--- src/core/ttr_pkg.sv ---
// shared constants for the tape transport remote port
package ttr_pkg;

  // core clock rate in hertz
  localparam int unsigned CLK_HZ = 20_000_000;

  // speed wave scaling: 60 hz at 15 ips
  localparam int unsigned SPD_REF_HZ  = 60;
  localparam int unsigned SPD_REF_IPS = 15;
  // wave edges per second for each ips of tape speed
  localparam int unsigned SPD_STEP = 2 * SPD_REF_HZ / SPD_REF_IPS;

  // record lamp flash half period in milliseconds
  localparam int unsigned BLINK_MS  = 250;
  localparam int unsigned BLINK_CYC = CLK_HZ / 1000 * BLINK_MS;

  // register offsets on the plain register port
  localparam logic [3:0] REG_CTRL  = 4'h0;
  localparam logic [3:0] REG_STAT  = 4'h1;
  localparam logic [3:0] REG_MASK  = 4'h2;
  localparam logic [3:0] REG_STATE = 4'h3;

  // control register fields and reset value
  localparam int unsigned CTRL_LO_SPEED = 0;
  localparam int unsigned CTRL_SRCH_LAT = 1;
  localparam logic [1:0]  CTRL_RST      = 2'h0;

  // event bits of status and mask
  localparam int unsigned EV_PLAY = 0;
  localparam int unsigned EV_STOP = 1;
  localparam int unsigned EV_FFWD = 2;
  localparam int unsigned EV_REW  = 3;
  localparam int unsigned EV_REC  = 4;
  localparam int unsigned EV_ZERO = 5;
  localparam int unsigned EV_W    = 6;
  localparam logic [5:0]  EV_RST  = 6'h00;

  // transport lines of the shared remote bus
  localparam int unsigned RB_PLAY = 0;
  localparam int unsigned RB_STOP = 1;
  localparam int unsigned RB_FFWD = 2;
  localparam int unsigned RB_REW  = 3;
  localparam int unsigned RB_N    = 4;

  // asynchronous input count (bus lines, search, rec, six cmds, pinch)
  localparam int unsigned SYN_N = 13;
  // idle level of each synced input: connector commands rest high on pull-ups
  localparam logic [SYN_N-1:0] SYN_IDLE = 13'h0fc0;

  // transport modes, gray along stop-play-ffwd-rewind-search
  typedef enum logic [2:0] {
    ST_STOP = 3'b000,
    ST_PLAY = 3'b001,
    ST_FFWD = 3'b011,
    ST_REW  = 3'b010,
    ST_SRCH = 3'b110
  } ttr_state_e;

endpackage

--- src/core/ttr_remote_port.sv ---
// Local design decisions: strobed register access and the register offsets.
`timescale 1ns/10ps

//Contract
// - bus line driven high while mode active
// - search pulse starts search to zero
// - held search line defers latched play
// - record waits for pinch engaged
// - record lamp flashes while awaiting pinch
// - active low commands, positive logic tallies
// - play hold latches play, no execute
// - fast forward command starts winding forward
// - play command enters play unless held
// - stop command starts stop sequence
// - speed square wave, 60 hz per 15 ips
// - pinch tally high only when engaged
// - speed range tally high at low speed
// - direction tally high moving forward
// - received tallies for each transport command
// - record tally high when record selected
// - record command selects, lamp flashes until pinch
module ttr_remote_port #(
  parameter int unsigned BLINK_CYC = ttr_pkg::BLINK_CYC,
  parameter int unsigned IPS_W     = 6
) (
  // clock and reset
  input  wire logic                      i_core_clk,
  input  wire logic                      i_resetn,
  // register port
  input  wire logic [3:0]                i_reg_addr,
  input  wire logic [7:0]                i_reg_wdata,
  input  wire logic                      i_reg_wr,
  input  wire logic                      i_reg_rd,
  output logic      [7:0]                o_reg_rdata,
  output logic                           o_irq,
  // shared remote bus transport lines (play, stop, ffwd, rewind)
  input  wire logic [ttr_pkg::RB_N-1:0]  i_rb_line,
  output logic      [ttr_pkg::RB_N-1:0]  o_rb_line,
  output logic      [ttr_pkg::RB_N-1:0]  o_rb_oe,
  input  wire logic                      i_rb_search,
  input  wire logic                      i_rb_rec_on,
  // synchroniser connector commands, active low
  input  wire logic                      i_hold_n,
  input  wire logic                      i_fast_forward_command_n,
  input  wire logic                      i_play_n,
  input  wire logic                      i_stop_n,
  input  wire logic                      i_rewind_command_n,
  input  wire logic                      i_rec_n,
  // transport sensing
  input  wire logic                      i_pinch_sense,
  input  wire logic                      i_at_zero,
  input  wire logic [IPS_W-1:0]          i_tape_ips,
  // synchroniser connector tallies
  output logic                           o_speed_wave,
  output logic                           o_pinch_tly,
  output logic                           o_lo_speed_tly,
  output logic                           o_dir_tly,
  output logic                           o_rew_tly,
  output logic                           o_ffwd_tly,
  output logic                           o_play_tly,
  output logic                           o_stop_tly,
  output logic                           o_rec_tly,
  // transport and record drive
  output logic                           o_rec_lamp,
  output logic                           o_rec_active,
  output logic      [2:0]                o_xport_mode
);

  // synchroniser stages, every pin passes two flops
  logic [ttr_pkg::SYN_N-1:0] syn1_q;
  logic [ttr_pkg::SYN_N-1:0] syn2_q;
  logic [ttr_pkg::SYN_N-1:0] prev_q;   // previous synced level
  logic [ttr_pkg::SYN_N-1:0] raw;      // gathered pins

  assign raw = {i_pinch_sense, i_rec_n, i_rewind_command_n, i_stop_n,
                i_play_n, i_fast_forward_command_n, i_hold_n,
                i_rb_rec_on, i_rb_search, i_rb_line};

  // one generate loop of two-flop synchronisers
  // reset to each pin's idle level so no false command follows reset
  genvar gi;
  generate
    for (gi = 0; gi < ttr_pkg::SYN_N; gi++) begin : g_sync
      always_ff @(posedge i_core_clk or negedge i_resetn) begin
        if (!i_resetn) begin
          syn1_q[gi] <= ttr_pkg::SYN_IDLE[gi];
          syn2_q[gi] <= ttr_pkg::SYN_IDLE[gi];
          prev_q[gi] <= ttr_pkg::SYN_IDLE[gi];
        end else begin
          syn1_q[gi] <= raw[gi];
          syn2_q[gi] <= syn1_q[gi];
          prev_q[gi] <= syn2_q[gi];
        end
      end
    end
  endgenerate

  // synced signals by name
  wire [3:0] s_rb_line  = syn2_q[3:0];
  wire       s_rb_srch  = syn2_q[4];
  wire       s_rb_rec   = syn2_q[5];
  wire       s_pinch    = syn2_q[12];
  wire       srch_rise  = syn2_q[4] & ~prev_q[4];

  // active low inputs turned to positive commands
  wire c_hold = ~syn2_q[6];
  wire c_ffwd = ~syn2_q[7];
  wire c_play = ~syn2_q[8];
  wire c_stop = ~syn2_q[9];
  wire c_rew  = ~syn2_q[10];
  wire c_rec  = ~syn2_q[11];

  // state and control registers
  ttr_pkg::ttr_state_e state_q;
  ttr_pkg::ttr_state_e state_d;
  logic       pend_q;                    // latched play waiting
  logic [1:0] ctrl_q;                    // speed and search latch
  logic [5:0] stat_q;                    // sticky events
  logic [5:0] mask_q;                    // event enables
  logic       rec_sel_q;                 // record selected
  logic [ttr_pkg::RB_N-1:0] rb_oe_q;     // bus line drive

  // momentary pulse on an undriven bus line is a command
  wire [ttr_pkg::RB_N-1:0] rb_rise =
    s_rb_line & ~prev_q[3:0] & ~rb_oe_q;

  // merged transport commands from both ports
  wire stop_c = c_stop | rb_rise[ttr_pkg::RB_STOP];
  wire ffwd_c = c_ffwd | rb_rise[ttr_pkg::RB_FFWD];
  wire rew_c  = c_rew  | rb_rise[ttr_pkg::RB_REW];
  wire play_c = c_play | rb_rise[ttr_pkg::RB_PLAY];
  wire wind_c = stop_c | ffwd_c | rew_c;

  // search pulse only where the search latch is fitted
  wire srch_lat = ctrl_q[ttr_pkg::CTRL_SRCH_LAT];
  wire srch_c   = srch_lat & srch_rise;

  // hold from hold input or steady search line
  wire hold = c_hold | (s_rb_srch & ~srch_lat);

  // play latch kept while held, executes when hold clears
  wire play_req = play_c | pend_q;
  wire pend_d   = play_req & hold & ~wind_c;
  wire go_play  = play_req & ~hold;
  wire zero_hit = (state_q == ttr_pkg::ST_SRCH) & i_at_zero;

  // next transport mode, stop first
  always_comb begin
    state_d = state_q;
    if (stop_c) begin
      state_d = ttr_pkg::ST_STOP;
    end else if (rew_c) begin
      state_d = ttr_pkg::ST_REW;
    end else if (ffwd_c) begin
      state_d = ttr_pkg::ST_FFWD;
    end else if (srch_c) begin
      state_d = ttr_pkg::ST_SRCH;
    end else if (go_play) begin
      state_d = ttr_pkg::ST_PLAY;
    end else if (zero_hit) begin
      state_d = ttr_pkg::ST_STOP;
    end
  end

  // mode register and play latch
  always_ff @(posedge i_core_clk or negedge i_resetn) begin
    if (!i_resetn) begin
      state_q <= ttr_pkg::ST_STOP;
      pend_q  <= 1'b0;
    end else begin
      state_q <= state_d;
      pend_q  <= pend_d;
    end
  end

  // mode decode for tallies and bus drive
  wire in_play = (state_d == ttr_pkg::ST_PLAY);
  wire in_ffwd = (state_d == ttr_pkg::ST_FFWD);
  wire in_rew  = (state_d == ttr_pkg::ST_REW) | (state_d == ttr_pkg::ST_SRCH);
  wire in_stop = (state_d == ttr_pkg::ST_STOP);
  wire [3:0] oe_d = {in_rew, in_ffwd, in_stop, in_play};

  // device holds the line high while its mode is in effect
  always_ff @(posedge i_core_clk or negedge i_resetn) begin
    if (!i_resetn) begin
      rb_oe_q <= '0;
    end else begin
      rb_oe_q <= oe_d;
    end
  end
  assign o_rb_oe   = rb_oe_q;
  assign o_rb_line = rb_oe_q;

  // record select: synchroniser low, or bus line held high
  wire rec_sel_d = (rec_sel_q | c_rec | s_rb_rec) & ~stop_c;
  wire rec_act_d = rec_sel_q & s_pinch & in_play;
  wire flashing  = rec_sel_q & ~s_pinch;

  // flash divider, one enable per half period
  logic [$clog2(BLINK_CYC)-1:0] blink_cnt_q;
  logic                         blink_q;
  wire blink_en = (blink_cnt_q == ($clog2(BLINK_CYC))'(BLINK_CYC - 1));

  always_ff @(posedge i_core_clk or negedge i_resetn) begin
    if (!i_resetn) begin
      blink_cnt_q <= '0;
      blink_q     <= 1'b0;
    end else begin
      blink_cnt_q <= blink_en ? '0 : blink_cnt_q + 1'b1;
      blink_q     <= blink_q ^ blink_en;
    end
  end
  wire blink_d = blink_q ^ blink_en;

  // record latch, lamp and channel enable
  always_ff @(posedge i_core_clk or negedge i_resetn) begin
    if (!i_resetn) begin
      rec_sel_q    <= 1'b0;
      o_rec_active <= 1'b0;
      o_rec_lamp   <= 1'b0;
    end else begin
      rec_sel_q    <= rec_sel_d;
      o_rec_active <= rec_act_d;
      o_rec_lamp   <= flashing ? blink_d : rec_act_d;
    end
  end

  // positive logic tallies
  always_ff @(posedge i_core_clk or negedge i_resetn) begin
    if (!i_resetn) begin
      o_pinch_tly    <= 1'b0;
      o_lo_speed_tly <= 1'b0;
      o_dir_tly      <= 1'b0;
      o_rec_tly      <= 1'b0;
      o_xport_mode   <= ttr_pkg::ST_STOP;
    end else begin
      o_pinch_tly    <= s_pinch;
      o_lo_speed_tly <= ctrl_q[ttr_pkg::CTRL_LO_SPEED];
      o_dir_tly      <= in_play | in_ffwd;
      o_rec_tly      <= rec_sel_q;
      o_xport_mode   <= state_d;
    end
  end

  // last received command, one tally at a time
  always_ff @(posedge i_core_clk or negedge i_resetn) begin
    if (!i_resetn) begin
      o_rew_tly  <= 1'b0;
      o_ffwd_tly <= 1'b0;
      o_play_tly <= 1'b0;
      o_stop_tly <= 1'b0;
    end else if (stop_c | rew_c | ffwd_c | play_c) begin
      o_stop_tly <= stop_c;
      o_rew_tly  <= ~stop_c & rew_c;
      o_ffwd_tly <= ~stop_c & ~rew_c & ffwd_c;
      o_play_tly <= ~wind_c & play_c;
    end
  end

  // speed wave: accumulate tape speed, toggle at each wrap
  logic [24:0] acc_q;
  wire  [24:0] acc_add = 25'(i_tape_ips) * 25'(ttr_pkg::SPD_STEP);
  wire  [24:0] acc_sum = acc_q + acc_add;
  wire         acc_wrap = (acc_sum >= 25'(ttr_pkg::CLK_HZ));

  always_ff @(posedge i_core_clk or negedge i_resetn) begin
    if (!i_resetn) begin
      acc_q        <= '0;
      o_speed_wave <= 1'b0;
    end else begin
      acc_q        <= acc_wrap ? acc_sum - 25'(ttr_pkg::CLK_HZ) : acc_sum;
      o_speed_wave <= o_speed_wave ^ acc_wrap;
    end
  end

  // register decode
  wire wr_ctrl = i_reg_wr & (i_reg_addr == ttr_pkg::REG_CTRL);
  wire wr_stat = i_reg_wr & (i_reg_addr == ttr_pkg::REG_STAT);
  wire wr_mask = i_reg_wr & (i_reg_addr == ttr_pkg::REG_MASK);

  // events: set wins over write-one clear
  wire [5:0] ev = {zero_hit, rec_act_d & ~o_rec_active,
                   rew_c, ffwd_c, stop_c, play_c};
  wire [5:0] w1c = wr_stat ? i_reg_wdata[5:0] : 6'h00;

  // control, status and mask registers
  always_ff @(posedge i_core_clk or negedge i_resetn) begin
    if (!i_resetn) begin
      ctrl_q <= ttr_pkg::CTRL_RST;
      stat_q <= ttr_pkg::EV_RST;
      mask_q <= ttr_pkg::EV_RST;
      o_irq  <= 1'b0;
    end else begin
      if (wr_ctrl) begin
        ctrl_q <= i_reg_wdata[1:0];
      end
      if (wr_mask) begin
        mask_q <= i_reg_wdata[5:0];
      end
      stat_q <= (stat_q & ~w1c) | ev;
      o_irq  <= |(((stat_q & ~w1c) | ev) & mask_q);
    end
  end

  // read mux, unmapped reads zero
  logic [7:0] rd_mux;
  always_comb begin
    case (i_reg_addr)
      ttr_pkg::REG_CTRL:  rd_mux = {6'h00, ctrl_q};
      ttr_pkg::REG_STAT:  rd_mux = {2'h0, stat_q};
      ttr_pkg::REG_MASK:  rd_mux = {2'h0, mask_q};
      ttr_pkg::REG_STATE: rd_mux = {2'h0, s_pinch, rec_sel_q, pend_q, state_q};
      default:            rd_mux = 8'h00;
    endcase
  end

  // read data one cycle after the strobe, only then
  always_ff @(posedge i_core_clk or negedge i_resetn) begin
    if (!i_resetn) begin
      o_reg_rdata <= 8'h00;
    end else begin
      o_reg_rdata <= i_reg_rd ? rd_mux : 8'h00;
    end
  end
endmodule

--- config.mk ---
export PLATFORM = sky130hd
export DESIGN_NAME = ttr_remote_port
export DESIGN_NICKNAME = d
export VERILOG_FILES = /design/src/core/ttr_pkg.sv /design/src/core/ttr_remote_port.sv
export SDC_FILE = /design/constraint.sdc
export NUM_CORES = 1
export LEC_CHECK = 0
export BUFFER_PORTS_ARGS = -buffer_cell sky130_fd_sc_hd__buf_4
export CELL_PAD_IN_SITES_DETAIL_PLACEMENT = 1
export CELL_PAD_IN_SITES_GLOBAL_PLACEMENT = 1
export CORE_ASPECT_RATIO = 0.5
export CORE_MARGIN = 2
export CORE_UTILIZATION = 49
export CTS_CLUSTER_SIZE = 25
export DETAILED_ROUTE_END_ITERATION = 8
export GPL_TIMING_DRIVEN = 0
export PLACE_DENSITY = 0.87
export SETUP_SLACK_MARGIN = 0.15
export SLEW_MARGIN = 40
export SYNTH_ARGS = -nofsm -noshare
export SYNTH_HDL_FRONTEND = slang
export SYNTH_SLANG_ARGS = --single-unit
--- constraint.sdc ---
create_clock -name i_core_clk -period 9.4 [get_ports i_core_clk]
set_input_delay 0.47 -clock i_core_clk [delete_from_list [all_inputs] [get_ports i_core_clk]]
set_output_delay 0.47 -clock i_core_clk [all_outputs]
set_load 0.01 [all_outputs]
After elaboration in Yosys (flattened, before gate mapping)
Cells that the tools add are included. Widths: inputs -> output; s select.

Bits in registers: 123. Bits of input ports: 36. Output and inout port bits: 31. Logic and storage cells: 140.

Add/subtract/negate cells: 3. Magnitude comparators: 1. Equality and inequality tests: 9. Muxes and demuxes: 12. Bitwise gates (word level): 58. Reductions and logical operators: 3.

Operator list (number): $add 25x9->25 (1); $ge 25x25->1 const B (1); $mux 25 (1); $sub 25x25->25 const B (1); $pmux 6 s4 (1); $add 23x1->23 const B (1); $eq 23x23->1 const B (1); $mux 23 (1); $and 1x1->1 (19); $mux 3 (6); $or 1x1->1 (15); $not 1->1 (14); $and 6x6->6 (2); $and 4x4->4 (2); $eq 4x2->1 const B (2); $mux 8 (1); $not 4->4 (2); $eq 3x2->1 const B (2); $eq 3x3->1 const B (2); $mux 6 (1); $not 6->6 (1); $or 6x6->6 (1); $reduce_or 6->1 (1); $eq 4x1->1 const B (1); other kinds (5) (6).

Depth between registers and ports, before layout
Gate-level depths: netlist of run 1.

Word-level depth: 17. Mapped depth: 14. Gate-level depth less buffers: 13.

Worst setup path before layout of run 1
Ideal clock, no wire load.

Path kind: input-to-reg. Start: in i_tape_ips[0]. End: reg acc_q[19]. Setup time: 0.079 ns. Data arrival time: 3.440 ns. Data required time: 9.321 ns. Slack: 5.881 ns. Stages on the path: 12. Buffers on the path: 0. Cell sequence: ha_1 -> fa_1 -> a21o_1 -> a221oi_4 -> nor2_2 -> or4_4 -> a2bb2oi_2 -> a41oi_2 -> a31oi_4 -> o21a_4 -> mux2i_1 -> xor2_1.

Cells in the longest elaborated chain, start to end: 3. Elaborated cells on any way between the ends: 4.

Ends and longest elaborated chain: start, declared (RTL line ttr_remote_port.sv:52) `input wire logic [IPS_W-1:0] i_tape_ips,`; $add 25x9->25 * (RTL line ttr_remote_port.sv:263) `wire [24:0] acc_sum = acc_q + acc_add;`; $sub 25x25->25 or $ge 25x25->1 (tied branches) (RTL line ttr_remote_port.sv:271, ttr_remote_port.sv:264); $mux 25 * (RTL line ttr_remote_port.sv:271) `acc_q <= acc_wrap ? acc_sum - 25'(ttr_pkg::CLK_HZ) : acc_sum;`; end signal, assigned (RTL line ttr_remote_port.sv:271); end, declared (RTL line ttr_remote_port.sv:261) `logic [24:0] acc_q;`.

Mark *: on every way between the ends. The rest lies on a longest branch, timed or not. A chain may end at the register's enable or synchronous reset.

Final worst setup path of run 1
Start: reg acc_q[3]. End: reg acc_q[19].

Cells in the longest elaborated chain, start to end: 3. Elaborated cells on any way between the ends: 4.

Ends and longest elaborated chain (RTL line): $add 25x9->25 * (ttr_remote_port.sv:263); $sub 25x25->25 or $ge 25x25->1 (tied branches) (ttr_remote_port.sv:271, ttr_remote_port.sv:264); $mux 25 * (ttr_remote_port.sv:271).

Marked as above.

==> results.md, run 1 <==
Run:
- Max-cap violations in this run came to 0.

Cells and area:
- Leaving out fill and tap cells, the most frequent cells in the layout are sky130_fd_sc_hd__dfrtp_1 (106), sky130_fd_sc_hd__buf_4 (66), sky130_fd_sc_hd__nand2_1 (52).
- The number of inserted filler cells in the final layout is 1205.
- At the end of the flow, the number of nets in the layout was 653.
- The fraction of layout cells with a size suffix above 1 is 24.0%.
- The area growth from synthesis to final layout is 23.1%.
- The count of inserted antenna diode cells is 0.
- The leading cell type in the layout, fill and taps excluded is sky130_fd_sc_hd__dfrtp_1.

Critical path:
- The reg-to-reg endpoint is acc_q[19].
- The cell class contributing the biggest share of worst-path delay is compound AO/OA/AOI/OAI gates.
- The arrival time of the worst setup path is 4.46 ns.
- Traced cell by cell, the critical path runs through ha_1, fa_1, a21o_1, a221oi_4, nor2_1, a21boi_0, a2bb2oi_2, a41oi_2, a31oi_4, o21a_4, mux2i_1, xor2_1.
- The critical path class is flop to flop.
- The last element of the critical path is acc_q[19].
- The worst register-to-register path begins at acc_q[3].
- The critical path startpoint category is a flop.
- The slowest stage of the critical path belongs to the cell sky130_fd_sc_hd__a221oi_4.
- Together, buffers and inverters on the worst path number 0.
- The required arrival time at the worst endpoint is 9.74 ns.
- The worst register-to-register path has a depth of 12.
- The worst setup path is captured at a flop.
- Counting buffers and inverters, the worst setup path is 12 cells deep.
- In this run the worst path has a maximum fanout of 10.
- The launching instance or port of the critical path is acc_q[3].
- The delay contributed by the slowest stage of the critical path is 0.58 ns.
- The setup check on the worst reg-to-reg path leaves a slack of 5.29 ns.

Synth:
- The number of instances in the synthesized netlist is 526.
- The main flop type after synthesis is sky130_fd_sc_hd__dfrtp_1.
- For this run, asynchronously set or reset flops after synthesis account for 100%.
- The synthesized netlist occupies a cell area of 5630 sq um.
- The synthesis warning total is 0.
- The synthesized area per cell is 10.7 sq um.
- The number of flops mapped to enable cells by yosys is 0.
- The count of distinct cell types in the synthesized netlist is 71.
- After synthesis the netlist holds a flip-flop and latch count of 118.
- The share of the Yosys chip area taken by registers is 52.7%.

Timing:
- Setup violations remaining at the end of the flow were counted as 0.
- For this run, the top clock speed supported by timing is 243 MHz.
- Setup repair after global routing left no endpoint under its margin.
- After layout, the worst path uses 43.8% of the clock period.
- After layout, the minimum clock period comes to 4.12 ns.
- The count of endpoints failing hold in the final timing report came to 4.
- Clock skew on the completed layout was measured at 0.0129 ns.
- The worst max-slew margin expressed relative to the limit is 49.7%.
- The number of pins with negative max-slew slack in the final report is 0.
- Across all hold checks on the routed design, the worst slack comes to -0.00231 ns.
- The actual slew at the worst max-slew pin is 0.747 ns.
- The setup TNS is 0 ns.

Floorplanning:
- The floorplan die height is 79.8 microns.
- For this configuration, the core starts out at a cell density of 50.8%.
- The count of pins on the block boundary is 67.
- In this run the core area contains 27 standard-cell rows.
- The die is 156 microns wide.
- The floorplan step defined a core boundary enclosing 11100 sq um.
- The die covers 12400 sq um.

Clocking:
- The clock insertion delay at the later pin of the skew report is 0.42 ns.
- In this run, CTS created clock tree buffers numbering 17.
- After clock tree synthesis, the setup repair step added 0 buffers.
- The number of sinks on the clock net is 118.
- TritonCTS built the clock tree.
- The number of gates resized after CTS was 0.
- The buffer cell driving the clock tree root is sky130_fd_sc_hd__clkbuf_16.
- The number of H-tree levels is 4.
- The largest buffer count on any clock path is 2.
- After clock tree synthesis, the clock-pin slew on the worst setup and hold paths is 0.06 ns.
- The number of hold buffers added after cts is 0.

Route:
- For this block, the via count after detailed routing is 4737.
- Summed over all layers, the routed wires come to 18000 microns.
- In the routed layout, each cell is associated on average with a via count of 6.18.
- The detailed-route DRC error count is 0.
- The post-detailed-route wirelength per cell is 23.5 microns.
- The first detailed-routing pass ran for 6 iterations.
- The number of violations reported at the end of detailed-routing iteration 0 is 303.
- The remaining number of nets flagged by the antenna check after routing is 0.

Placement:
- The count of port buffers added during placement is 61.
- Detailed placement finished with a half-perimeter wire length of 10500 microns.
- The last weighted congestion value of the routability-driven placer is 0.881.

Min path:
- The min-delay analysis places its worst path in the category input port to asynchronous set/reset pin.

Global route:
- The most used routing layer is met2.
- For met2 alone, demand over resource in global routing was 56.5%.
- The via count of the first global-routing pass is 5021.
- Global routing finished with a remaining overflow of 0.
- The initial antenna violation count was 0.
- For this run, global-route usage on met1 was measured as 34.9%.
- The global-route wire length before repair is 28400 microns.
- The maximum number of pins on one net before global-route repair is 69.
- Global routing used 30.6% of the available tracks.
- Global routing consumed, on the met3 layer, 7.06% of the routing resources.

Pwr:
- The leakage power total is 3.12 nW.
- Dividing total power by cell area gives a power density of 256 nW/um^2.
- After layout, the design draws a total of 1.78 mW.
- Across the VDD grid, the largest voltage drop is 0.118 mV.

Run status:
- The checks that failed: negative hold slack.
- The flow ran to the end, but the final reports show violations.
## flip-flops by register name (all words and copies together), names as in the netlist, 2 cells and up
name and flops:
blink_cnt_q 23, stat_q 6, mask_q 6, s_rb_line 4, syn2_q 6, o_rb_line 4, syn1_q 13, acc_q 22
o_reg_rdata 6, o_xport_mode 3, prev_q 5, ctrl_q 2
## cell type report
cell class | instances | area, sq um | area share (%)
plain buffers | 20 | 109 | 1.57
clock buffers | 19 | 443 | 6.39
clock inverters | 13 | 171 | 2.47
inverters | 14 | 52.6 | 0.758
multi-input cells | 375 | 2510 | 36.2
flip-flops and latches | 118 | 2970 | 42.8
well taps | 145 | 181 | 2.62
repair buffers | 62 | 493 | 7.11
## synthesized netlist by cell type (all sizes together) (11+ instances only)
cell / instances / area (sq um)
a21oi: 17 / 85.1
and3: 11 / 68.8
dfrtp: 106 / 2650
dfstp: 12 / 315
inv: 14 / 52.6
mux2: 13 / 146
nand2: 52 / 195
nand3: 27 / 135
nor2: 47 / 179
nor3: 18 / 90.1
o21ai: 18 / 90.1
xnor2: 29 / 254
xor2: 20 / 175
## cell families after synthesis
logic type      Yosys count  synth area share, %
other cells               1               0.0666
buf+inv                  34                 2.87
mux                      23                 4.38
simple gates            199                 17.3
flops                   118                 52.7
fa+ha+maj                 9                 2.13
xor+xnor                 49                 7.63
compound gates           93                 12.9
## worst min path at each step
stage               startpoint            to  cells past startpoint
floorplan             i_resetn     acc_q[10]                      0
global placement     syn1_q[0]  s_rb_line[0]                      0
detailed placement   syn1_q[1]  s_rb_line[1]                      0
CTS                   i_resetn      acc_q[6]                      1
global route          i_resetn     acc_q[15]                      1
finish                i_resetn      acc_q[6]                      1
## per-stage QoR
step / instances / setup slack (ns) / util, % / hold slack (ns) / cell area [sq um]
final: 766 / 5.29 / 62.5 / -0.00231 / 6930
after floorplan: 527 / 5.88 / - / 0.174 / 5630
after global placement: 733 / 5.30 / 56.6 / 0.332 / 6270
after global routing: 766 / 5.08 / 62.5 / 0.0287 / 6930
after detailed placement: 734 / 5.23 / 56.9 / 0.336 / 6310
after CTS: 766 / 5.38 / 62.5 / 0.0175 / 6920
## power breakdown
part | switching, mW | internal, mW | leakage, nW | total [mW]
logic | 0.291 | 0.182 | 1.37 | 0.474
clock network | 0.265 | 0.428 | 0.295 | 0.693
registers | 0.0446 | 0.565 | 1.45 | 0.610
total | 0.601 | 1.17 | 3.12 | 1.78
## per-layer routing
layer | share of wire [%] | vias up
met2 | 52 | 184
met3 | 5.2 | 59
li1 | - | 2035
met4 | 2.9 | 0
met5 | 0 | -
met1 | 40 | 2459
No activity file was read; power rests on OpenSTA's default activity.
==> inputs of run 2 (changes only) <==
--- a/config.mk
+++ b/config.mk
@@ -10,11 +10,11 @@
 export CELL_PAD_IN_SITES_GLOBAL_PLACEMENT = 1
 export CORE_ASPECT_RATIO = 0.5
 export CORE_MARGIN = 2
-export CORE_UTILIZATION = 49
+export CORE_UTILIZATION = 41
 export CTS_CLUSTER_SIZE = 25
 export DETAILED_ROUTE_END_ITERATION = 8
 export GPL_TIMING_DRIVEN = 0
-export PLACE_DENSITY = 0.87
+export PLACE_DENSITY = 0.78
 export SETUP_SLACK_MARGIN = 0.15
 export SLEW_MARGIN = 40
 export SYNTH_ARGS = -nofsm -noshare
==> constraint.sdc (replaced) <==
create_clock -name i_core_clk -period 3.6 [get_ports i_core_clk]
set_input_delay 0.18 -clock i_core_clk [delete_from_list [all_inputs] [get_ports i_core_clk]]
set_output_delay 0.18 -clock i_core_clk [all_outputs]
set_load 0.01 [all_outputs]
==> run 2 against run 1 <==
Against the previous run:
- the run ends with negative setup slack left
- combinational power rose to 3.1 times the previous value
- sequential power rose to 2.6 times the previous value
- hold slack improved by 0.016 ns
- core utilization down 8.0 points
- cell count increased by 8.0%
- fmax increased by 14%
- critical endpoint is now acc_q[21]
==> results.md, run 2 (synthesized netlist as in run 1, its figures left out) <==
Route:
- The remaining number of nets flagged by the antenna check after routing is 0.
- Wires add up to 16600 microns.
- In the routed design, unresolved DRC markers number 0.
- The via count is 4592.
- In this run, the number of DRC markers left after iteration 0 of detailed routing was 321.
- The number of iterations in the first detailed-routing pass is 4.
- The post-detailed-route wirelength per cell is 20.1 microns.
- In the routed layout, each cell is associated on average with a via count of 5.55.

Placement:
- The area of placed instances is 6350 sq um.
- The count of port buffers added during placement is 61.
- In this run, placement finished with an instance count of 765.
- At the end of routability-driven placement, the weighted congestion stood at 0.789.
- The worst setup slack after placement is -0.332 ns.
- Once detailed placement completed, the half-perimeter wirelength came to 9610 microns.

Timing:
- Setup violations remaining at the end of the flow were counted as 1.
- The maximum clock rate is 277 MHz.
- Clock skew on the completed layout was measured at 0.0129 ns.
- The worst max-slew margin expressed relative to the limit is 51.9%.
- The shortest period the worst path allows is 3.60 ns.
- Across all setup checks in the final design, the least slack found is -0.00495 ns.
- The final-layout worst hold slack is 0.0139 ns.
- For the pin with the worst max-slew slack, the measured transition is 0.717 ns.
- Setup repair after global routing could not meet its margin everywhere.
- Dividing the final minimum period by the clock period gives 100%.
- The number of pins with negative max-slew slack in the final report came to 0.
- In the final timing run, aggregate negative setup slack is -0.00495 ns.
- The count of endpoints failing hold in the final timing report is 0.

Run status:
- The flow ran to the end, but the final reports show violations.
- The checks that failed: negative setup slack.

Clocking:
- The number of H-tree levels is 4.
- TritonCTS built the clock tree.
- The largest buffer count on any clock path is 2.
- The tree is rooted in a sky130_fd_sc_hd__clkbuf_16.
- The clock insertion delay at the later pin of the skew report is 0.42 ns.
- Clock tree synthesis inserted a total of 17 buffers.
- Clock tree synthesis found a total of 118 sinks.
- The post-CTS clock slew at the launch and capture registers of the worst setup and hold paths is 0.06 ns.

Floorplanning:
- The count of pins on the block boundary is 67.
- Once the floorplan was initialized, standard cells occupied 41.8% of the core.
- Measured along the x axis, the die boundary spans 170 microns.
- The floorplan step set the die height to 86.8 microns.
- The core region is 13500 sq um.
- The die covers 14700 sq um.
- In this run the core area contains 30 standard-cell rows.

Global route:
- The met3 demand-to-capacity share in global routing is 4.75%.
- The global routing stage identified its most utilized layer as met2.
- The global-route congestion overflow total is 0.
- Global routing used 22.6% of the available tracks.
- The initial antenna violation count is 0.
- The via count of the first global-routing pass is 4798.
- Entering global routing, the biggest net connects 68 pins.
- The met1 layer usage reported by global route is 27.9%.
- For met2 alone, demand over resource in global routing was 40.0%.
- The first global-routing pass estimated 25600 microns of wire.

Cells and area:
- The number of flip-flops under the largest register name is 23.
- In the layout the commonest cells are sky130_fd_sc_hd__dfrtp_1 (106), sky130_fd_sc_hd__buf_4 (77), sky130_fd_sc_hd__nand2_1 (52).
- The number of inserted filler cells in the final layout is 1439.
- After routing the design area is 7350 sq um.
- The count of inserted antenna diode cells is 0.
- The net count of the finished layout is 683.
- The post-layout instance count excluding filler cells is 827.
- Leaving out fill and tap cells, the most frequent cell in the layout is sky130_fd_sc_hd__dfrtp_1.
- The largest registers in the layout are blink_cnt_q x23, acc_q x22, syn1_q x13.
- The utilization after layout is 54.5%.
- The register bank with the most flops is blink_cnt_q.
- Of the cells placed in the final design, the portion with a size suffix greater than 1 is 27.8%.
- Compared with the post-synthesis result, the final layout area differs by 30.6%.

Pwr:
- The design draws 4.84 mW.
- For this design the ratio of total power to cell area is 659 nW/um^2.
- In this run the static leakage power is 3.28 nW.
- The peak ir drop on the vdd network is 0.382 mV.

Run:
- The number of max-cap violations is 0.

Critical path:
- The reg2reg setup slack is -0.005 ns.
- Of all nets on the critical path, the largest fanout is 8.
- The required arrival time at the worst endpoint is 3.89 ns.
- The critical path startpoint category is a flop.
- The worst setup path is of the flop to flop kind.
- The worst setup path is captured at a flop.
- For the worst setup path, the data arrival time is 3.90 ns.

Min path:
- The worst hold path belongs to the class input port to flop.
-- run 2: cell types whose count changed in the layout (fill, tap and decap cells not counted), sizes merged --
cell	previous run	this run
dlygate4sd3	0	17
inv	17	18
clkbuf	29	28
buf	72	84
a221oi	1	2
-- run 2: area by class of cell --
| type | instances | area [sq um] | area share (%) |
|---|---|---|---|
| Inverter | 14 | 52.6 | 0.715 |
| Buffer | 20 | 110 | 1.50 |
| Timing Repair Buffer | 91 | 757 | 10.3 |
| Clock buffer | 18 | 439 | 5.98 |
| Multi-Input combinational cell | 376 | 2630 | 35.8 |
| Clock inverter | 14 | 173 | 2.35 |
| Sequential cell | 118 | 2970 | 40.4 |
| Tap cell | 176 | 220 | 3.00 |
-- run 2: where the power goes --
part / switching, mW / internal [mW] / leakage, nW / total, mW
Combinational: 0.837 / 0.627 / 1.52 / 1.46
Sequential: 0.111 / 1.48 / 1.45 / 1.59
Clock: 0.678 / 1.11 / 0.297 / 1.79
-- run 2: path summary, 6_finish.rpt --
path	start	endpoint	cells past startpoint
max in group asynchronous	i_resetn	syn1_q[10]	3
hold / removal	i_reg_wdata[4]	mask_q[4]	2
min in group asynchronous	i_resetn	acc_q[13]	2
setup / recovery	acc_q[8]	acc_q[21]	12
setup reg to reg	acc_q[8]	acc_q[21]	12
hold reg to reg	syn1_q[12]	s_pinch	0
-- run 2: timing repair --
action | 4_1_cts | 5_1_grt
pin swaps | 5 | 12
resized for setup | 10 | 19
gates cloned | 1 | 0
endpoints found under the hold margin | 78 | 1
endpoints found under the setup margin | 18 | 16
buffers inserted | 5 | 7
hold buffers | 16 | 1
-- run 2: routing by layer --
| metal | wire length [microns] | up-vias |
|---|---|---|
| met3 | 558 | 31 |
| met1 | 7210 | 2335 |
| met5 | 0 | - |
| met2 | 8520 | 125 |
| li1 | - | 2101 |
| met4 | 355 | 0 |
-- run 2: worst max-delay path, stage by stage (launching register included) --
cell and delay [ns]:
sky130_fd_sc_hd__dfrtp_1 0.36, sky130_fd_sc_hd__ha_1 0.15, sky130_fd_sc_hd__clkbuf_1 0.37, sky130_fd_sc_hd__a211o_1 0.22, sky130_fd_sc_hd__o2111ai_1 0.30, sky130_fd_sc_hd__nor2_4 0.36, sky130_fd_sc_hd__nand3_1 0.21, sky130_fd_sc_hd__xnor2_1 0.40
sky130_fd_sc_hd__o21ai_0 0.21, sky130_fd_sc_hd__a31oi_1 0.34, sky130_fd_sc_hd__mux2i_1 0.28, sky130_fd_sc_hd__a31oi_1 0.10, sky130_fd_sc_hd__xnor2_1 0.18
==> inputs of run 3 (changes only) <==
--- a/config.mk
+++ b/config.mk
@@ -5,16 +5,17 @@
 export SDC_FILE = /design/constraint.sdc
 export NUM_CORES = 1
 export LEC_CHECK = 0
+export ABC_AREA = 1
 export BUFFER_PORTS_ARGS = -buffer_cell sky130_fd_sc_hd__buf_4
 export CELL_PAD_IN_SITES_DETAIL_PLACEMENT = 1
 export CELL_PAD_IN_SITES_GLOBAL_PLACEMENT = 1
 export CORE_ASPECT_RATIO = 0.5
 export CORE_MARGIN = 2
-export CORE_UTILIZATION = 41
+export CORE_UTILIZATION = 40
 export CTS_CLUSTER_SIZE = 25
 export DETAILED_ROUTE_END_ITERATION = 8
 export GPL_TIMING_DRIVEN = 0
-export PLACE_DENSITY = 0.78
+export PLACE_DENSITY = 0.8
 export SETUP_SLACK_MARGIN = 0.15
 export SLEW_MARGIN = 40
 export SYNTH_ARGS = -nofsm -noshare
==> run 3 against run 2 <==
Against the previous run:
- the flow now finishes without violations
- critical path depth grew 7
- combinational power is essentially flat
- register-to-register slack gained 0.51 ns
- total power grew 1.8%
- synthesized cell count grew 52%
- clock power grew 4%
- flip-flop and latch count is the same
- fmax grew 16%
- critical path type unchanged
- largest power group unchanged
==> results.md, run 3 <==
Run status:
- The run finished with clean final reports.

Global route:
- The first global-routing pass estimated 32300 microns of wire.
- The via count of the first global-routing pass was 6257.
- The initial antenna violation count was 1.
- The total track usage is 24.6%.
- The total overflow left after global routing is 0.
- Entering global routing, the biggest net connects 79 pins.

Pwr:
- The leakage power total is 4.03 nW.
- The peak ir drop on the vdd network is 0.271 mV.
- Power spread over the standard cell area amounts to 629 nW/um^2.
- The part of the total power dissipated in the clock network is 37.8%.
- In this run, flip-flops and latches consume 32.6% of the power.
- The net switching power is 1.79 mW.
- The switching power as a share of total power is 36.3%.
- The part of the total power dissipated in combinational logic is 29.6%.
- Summing internal, switching and leakage power gives 4.93 mW.
- Internal power comes to 3.14 mW.

Synth:
- The main flop type after synthesis is sky130_fd_sc_hd__dfrtp_1.
- The synthesis warning total is 0.
- Sequential elements use 47.4% of the synthesized area.
- After synthesis, the mean cell area works out to 7.83 sq um.
- The number of instances in the synthesized netlist is 800.
- The count of distinct cell types in the synthesized netlist is 43.
- Sorting the synthesized cells by area gives the leading types as sky130_fd_sc_hd__dfrtp_1 (42%), sky130_fd_sc_hd__nand2_1 (15%), sky130_fd_sc_hd__inv_1 (6.3%).
- In this run the cell area of the synthesized design comes to 6260 sq um.
- In the post-synthesis netlist, the cell with the most instances is sky130_fd_sc_hd__nand2_1.
- The async set-or-reset flop fraction in the synthesized netlist is 100%.
- Yosys mapped a number of flops with a built-in enable equal to 0.
- The commonest cells after synthesis are sky130_fd_sc_hd__nand2_1 (256), sky130_fd_sc_hd__dfrtp_1 (106), sky130_fd_sc_hd__inv_1 (105).
- Counting flops and latches in the post-synthesis netlist gives 118.
- The post-synthesis cell type with the largest combined area is sky130_fd_sc_hd__dfrtp_1.
- The top-area cell type share of the netlist area is 42.4%.

Timing:
- Setup repair after global routing left no endpoint under its margin.
- For this run, the top clock speed supported by timing is 323 MHz.
- Setup violations remaining at the end of the flow were counted as 0.
- The number of pins with negative max-slew slack in the final report is 0.
- Across the routed clock network, the largest skew measured is 0.00978 ns.
- The shortest period the worst path allows is 3.10 ns.
- The setup TNS is 0 ns.
- The final-layout worst hold slack is 0.0130 ns.
- The worst max-slew margin expressed relative to the limit is 45.3%.
- The actual slew at the worst max-slew pin is 0.814 ns.
- The post-route fraction of the period consumed by the critical path is 86.1%.
- The count of endpoints failing hold in the final timing report came to 0.
- Across all setup checks in the final design, the least slack found is 0.502 ns.

Min path:
- The path class of the lowest-slack min-delay path is input port to flop.
- The count of cells along the worst hold path is 2.

Route:
- The post-detailed-route wirelength per cell is 17.4 microns.
- After detailed routing, the number of remaining DRC violations is 0.
- The first detailed-routing pass ran for 5 iterations.
- The remaining number of nets flagged by the antenna check after routing is 0.
- The number of violations reported at the end of detailed-routing iteration 0 is 225.
- The routed design has 19400 microns of wire.
- The via count is 5785.
- After detailed routing, the number of vias per cell comes to 5.18.

Cells and area:
- The count of cells in the finished layout, fillers not included, comes to 1117.
- Relative to the synthesized area, the layout overhead comes to 25.1%.
- Leaving out fill and tap cells, the most frequent cell in the layout is sky130_fd_sc_hd__nand2_1.
- blink_cnt_q holds more flip-flops than any other register.
- In the final layout, the share of cells above drive strength 1 is 18.7%.
- In the final design database the tool counted 943 nets.
- The number of flip-flops under the largest register name is 23.
- Summing all non-filler instances in the final layout gives an area of 7830 sq um.
- Cells fill 51.1% of the core in the end.
- The largest registers in the layout are blink_cnt_q x23, acc_q x22, syn1_q x13.
- Leaving out fill and tap cells, the most frequent cells in the layout are sky130_fd_sc_hd__nand2_1 (256), sky130_fd_sc_hd__dfrtp_1 (106), sky130_fd_sc_hd__inv_1 (105).
- The number of inserted filler cells in the final layout is 1887.

Clocking:
- The post-CTS clock slew at the launch and capture registers of the worst setup and hold paths is 0.06 ns.
- The root buffer cell chosen for the clock tree is sky130_fd_sc_hd__clkbuf_16.
- The TritonCTS clock tree is yes.
- The number of buffers created by CTS is 17.
- The number of sinks on the clock net is 118.
- The largest buffer count on any clock path is 2.
- The number of setup buffers added after CTS is 0.
- The number of H-tree levels is 4.
- The clock insertion delay at the later pin of the skew report is 0.42 ns.

Critical path:
- In this design, the stage delay of the slowest critical-path cell is 0.44 ns.
- Walking the worst path, the cells encountered are ha_1, fa_1, nand3_1, nand3_1, nand2_1, nand2_1, nand2_1, nand2_1, ha_1, inv_1, nand2_1, nor2_1, nand2_1, nand2_1, nand3_1, nand3_1, nand2_1, nand2_1, nand2_1.
- The cell with the most instances on the worst path is sky130_fd_sc_hd__nand2_1.
- The worst setup path is captured at a flop.
- The worst reg2reg path depth is 19.
- The worst-path cell with the longest stage delay is sky130_fd_sc_hd__fa_1.
- Data on the critical path arrives at its endpoint at 3.40 ns.
- For the worst setup path, the data required time is 3.90 ns.
- The critical path class is flop to flop.
- STA classifies the critical path startpoint as a flop.
- Along the worst path, the maximum fanout reaches 5.

Placement:
- The number of placed instances, taps included, is 1068.
- The area of placed instances is 7030 sq um.
- At the placement stage, the worst setup path has a slack of 0.527 ns.
- The detailed placer's ending HPWL is 13200 microns.
- The last weighted congestion value of the routability-driven placer is 0.819.
- Input and output buffers added on the ports amount to 62.

Floorplanning:
- The floorplan step defined a die boundary enclosing 16700 sq um.
- The die is 181 microns wide.
- The standard-cell row count is 32.
- The core footprint is 15300 sq um.
- For this configuration, the core starts out at a cell density of 40.8%.
- The floorplan die height is 92.5 microns.
- The count of pins on the block boundary is 67.

Run:
- The number of max-cap violations is 0.
[run 3: logic make-up (layout without fill, tap and decap cells)]
group,after synthesis,count (layout),share of synthesized area (%)
buffers and inverters,126,236,8.25
xor gates and xnor gates,16,16,2.24
other,1,4,0.0599
AOI/OAI and AO/OA,51,51,4.84
adders and majority gates,9,9,1.92
DFF,118,118,47.4
and+or+nand+nor,479,479,35.3
[run 3: worst paths after layout]
check                              start           end  slack [ns]
max reg2reg                     acc_q[3]     acc_q[24]        0.50
max                             acc_q[3]     acc_q[24]        0.50
min reg2reg                    syn1_q[0]  s_rb_line[0]        0.35
min                        i_tape_ips[0]      acc_q[3]        0.01
max in group asynchronous       i_resetn    syn2_q[11]        2.62
min in group asynchronous       i_resetn      acc_q[4]        0.22
[run 3: repair_timing]
action,CTS,global route
hold endpoints to repair,57,0
hold buffers,15,0
resized for setup,0,0
[run 3: layout make-up]
| cell class | count | area, sq um | share of cell area (%) |
|---|---|---|---|
| timing repair buffer | 78 | 651 | 8.31 |
| buffer | 12 | 86.3 | 1.10 |
| clock buffer | 17 | 425 | 5.43 |
| tap | 204 | 255 | 3.26 |
| multi-input combinational | 557 | 2800 | 35.7 |
| antenna | 2 | 5.00 | 0.0639 |
| clock inverter | 15 | 216 | 2.76 |
| sequential | 118 | 2970 | 37.9 |
| inverter | 114 | 430 | 5.49 |
[run 3: power by group through the flow]
stage	registers [mW]	clock network [mW]	logic, mW
floorplan	1.59	0	0.990
global placement	1.61	0	1.33
detailed placement	1.62	0	1.40
CTS	1.60	1.90	1.45
global route	1.62	1.94	1.65
finish	1.61	1.86	1.46
[run 3: worst max-delay path: cells and delay by family, from the launching register on]
family | cells | cell delay (ns)
flip-flops | 1 | 0.37
buffers and inverters | 1 | 0.06
adder cells (fa/ha/maj) | 3 | 0.92
AND/OR/NAND/NOR | 15 | 1.61
[run 3: layer usage]
| metal | vias up | share of wire [%] | GRT usage [%] | wire length (microns) |
|---|---|---|---|---|
| met2 | 107 | 50 | 43.7 | 9790 |
| met3 | 35 | 3.0 | 4.48 | 574 |
| li1 | 2751 | - | - | - |
| met5 | - | 0 | 0 | 0 |
| met4 | 0 | 2.3 | 9.60 | 437 |
| met1 | 2892 | 44 | 30.0 | 8600 |
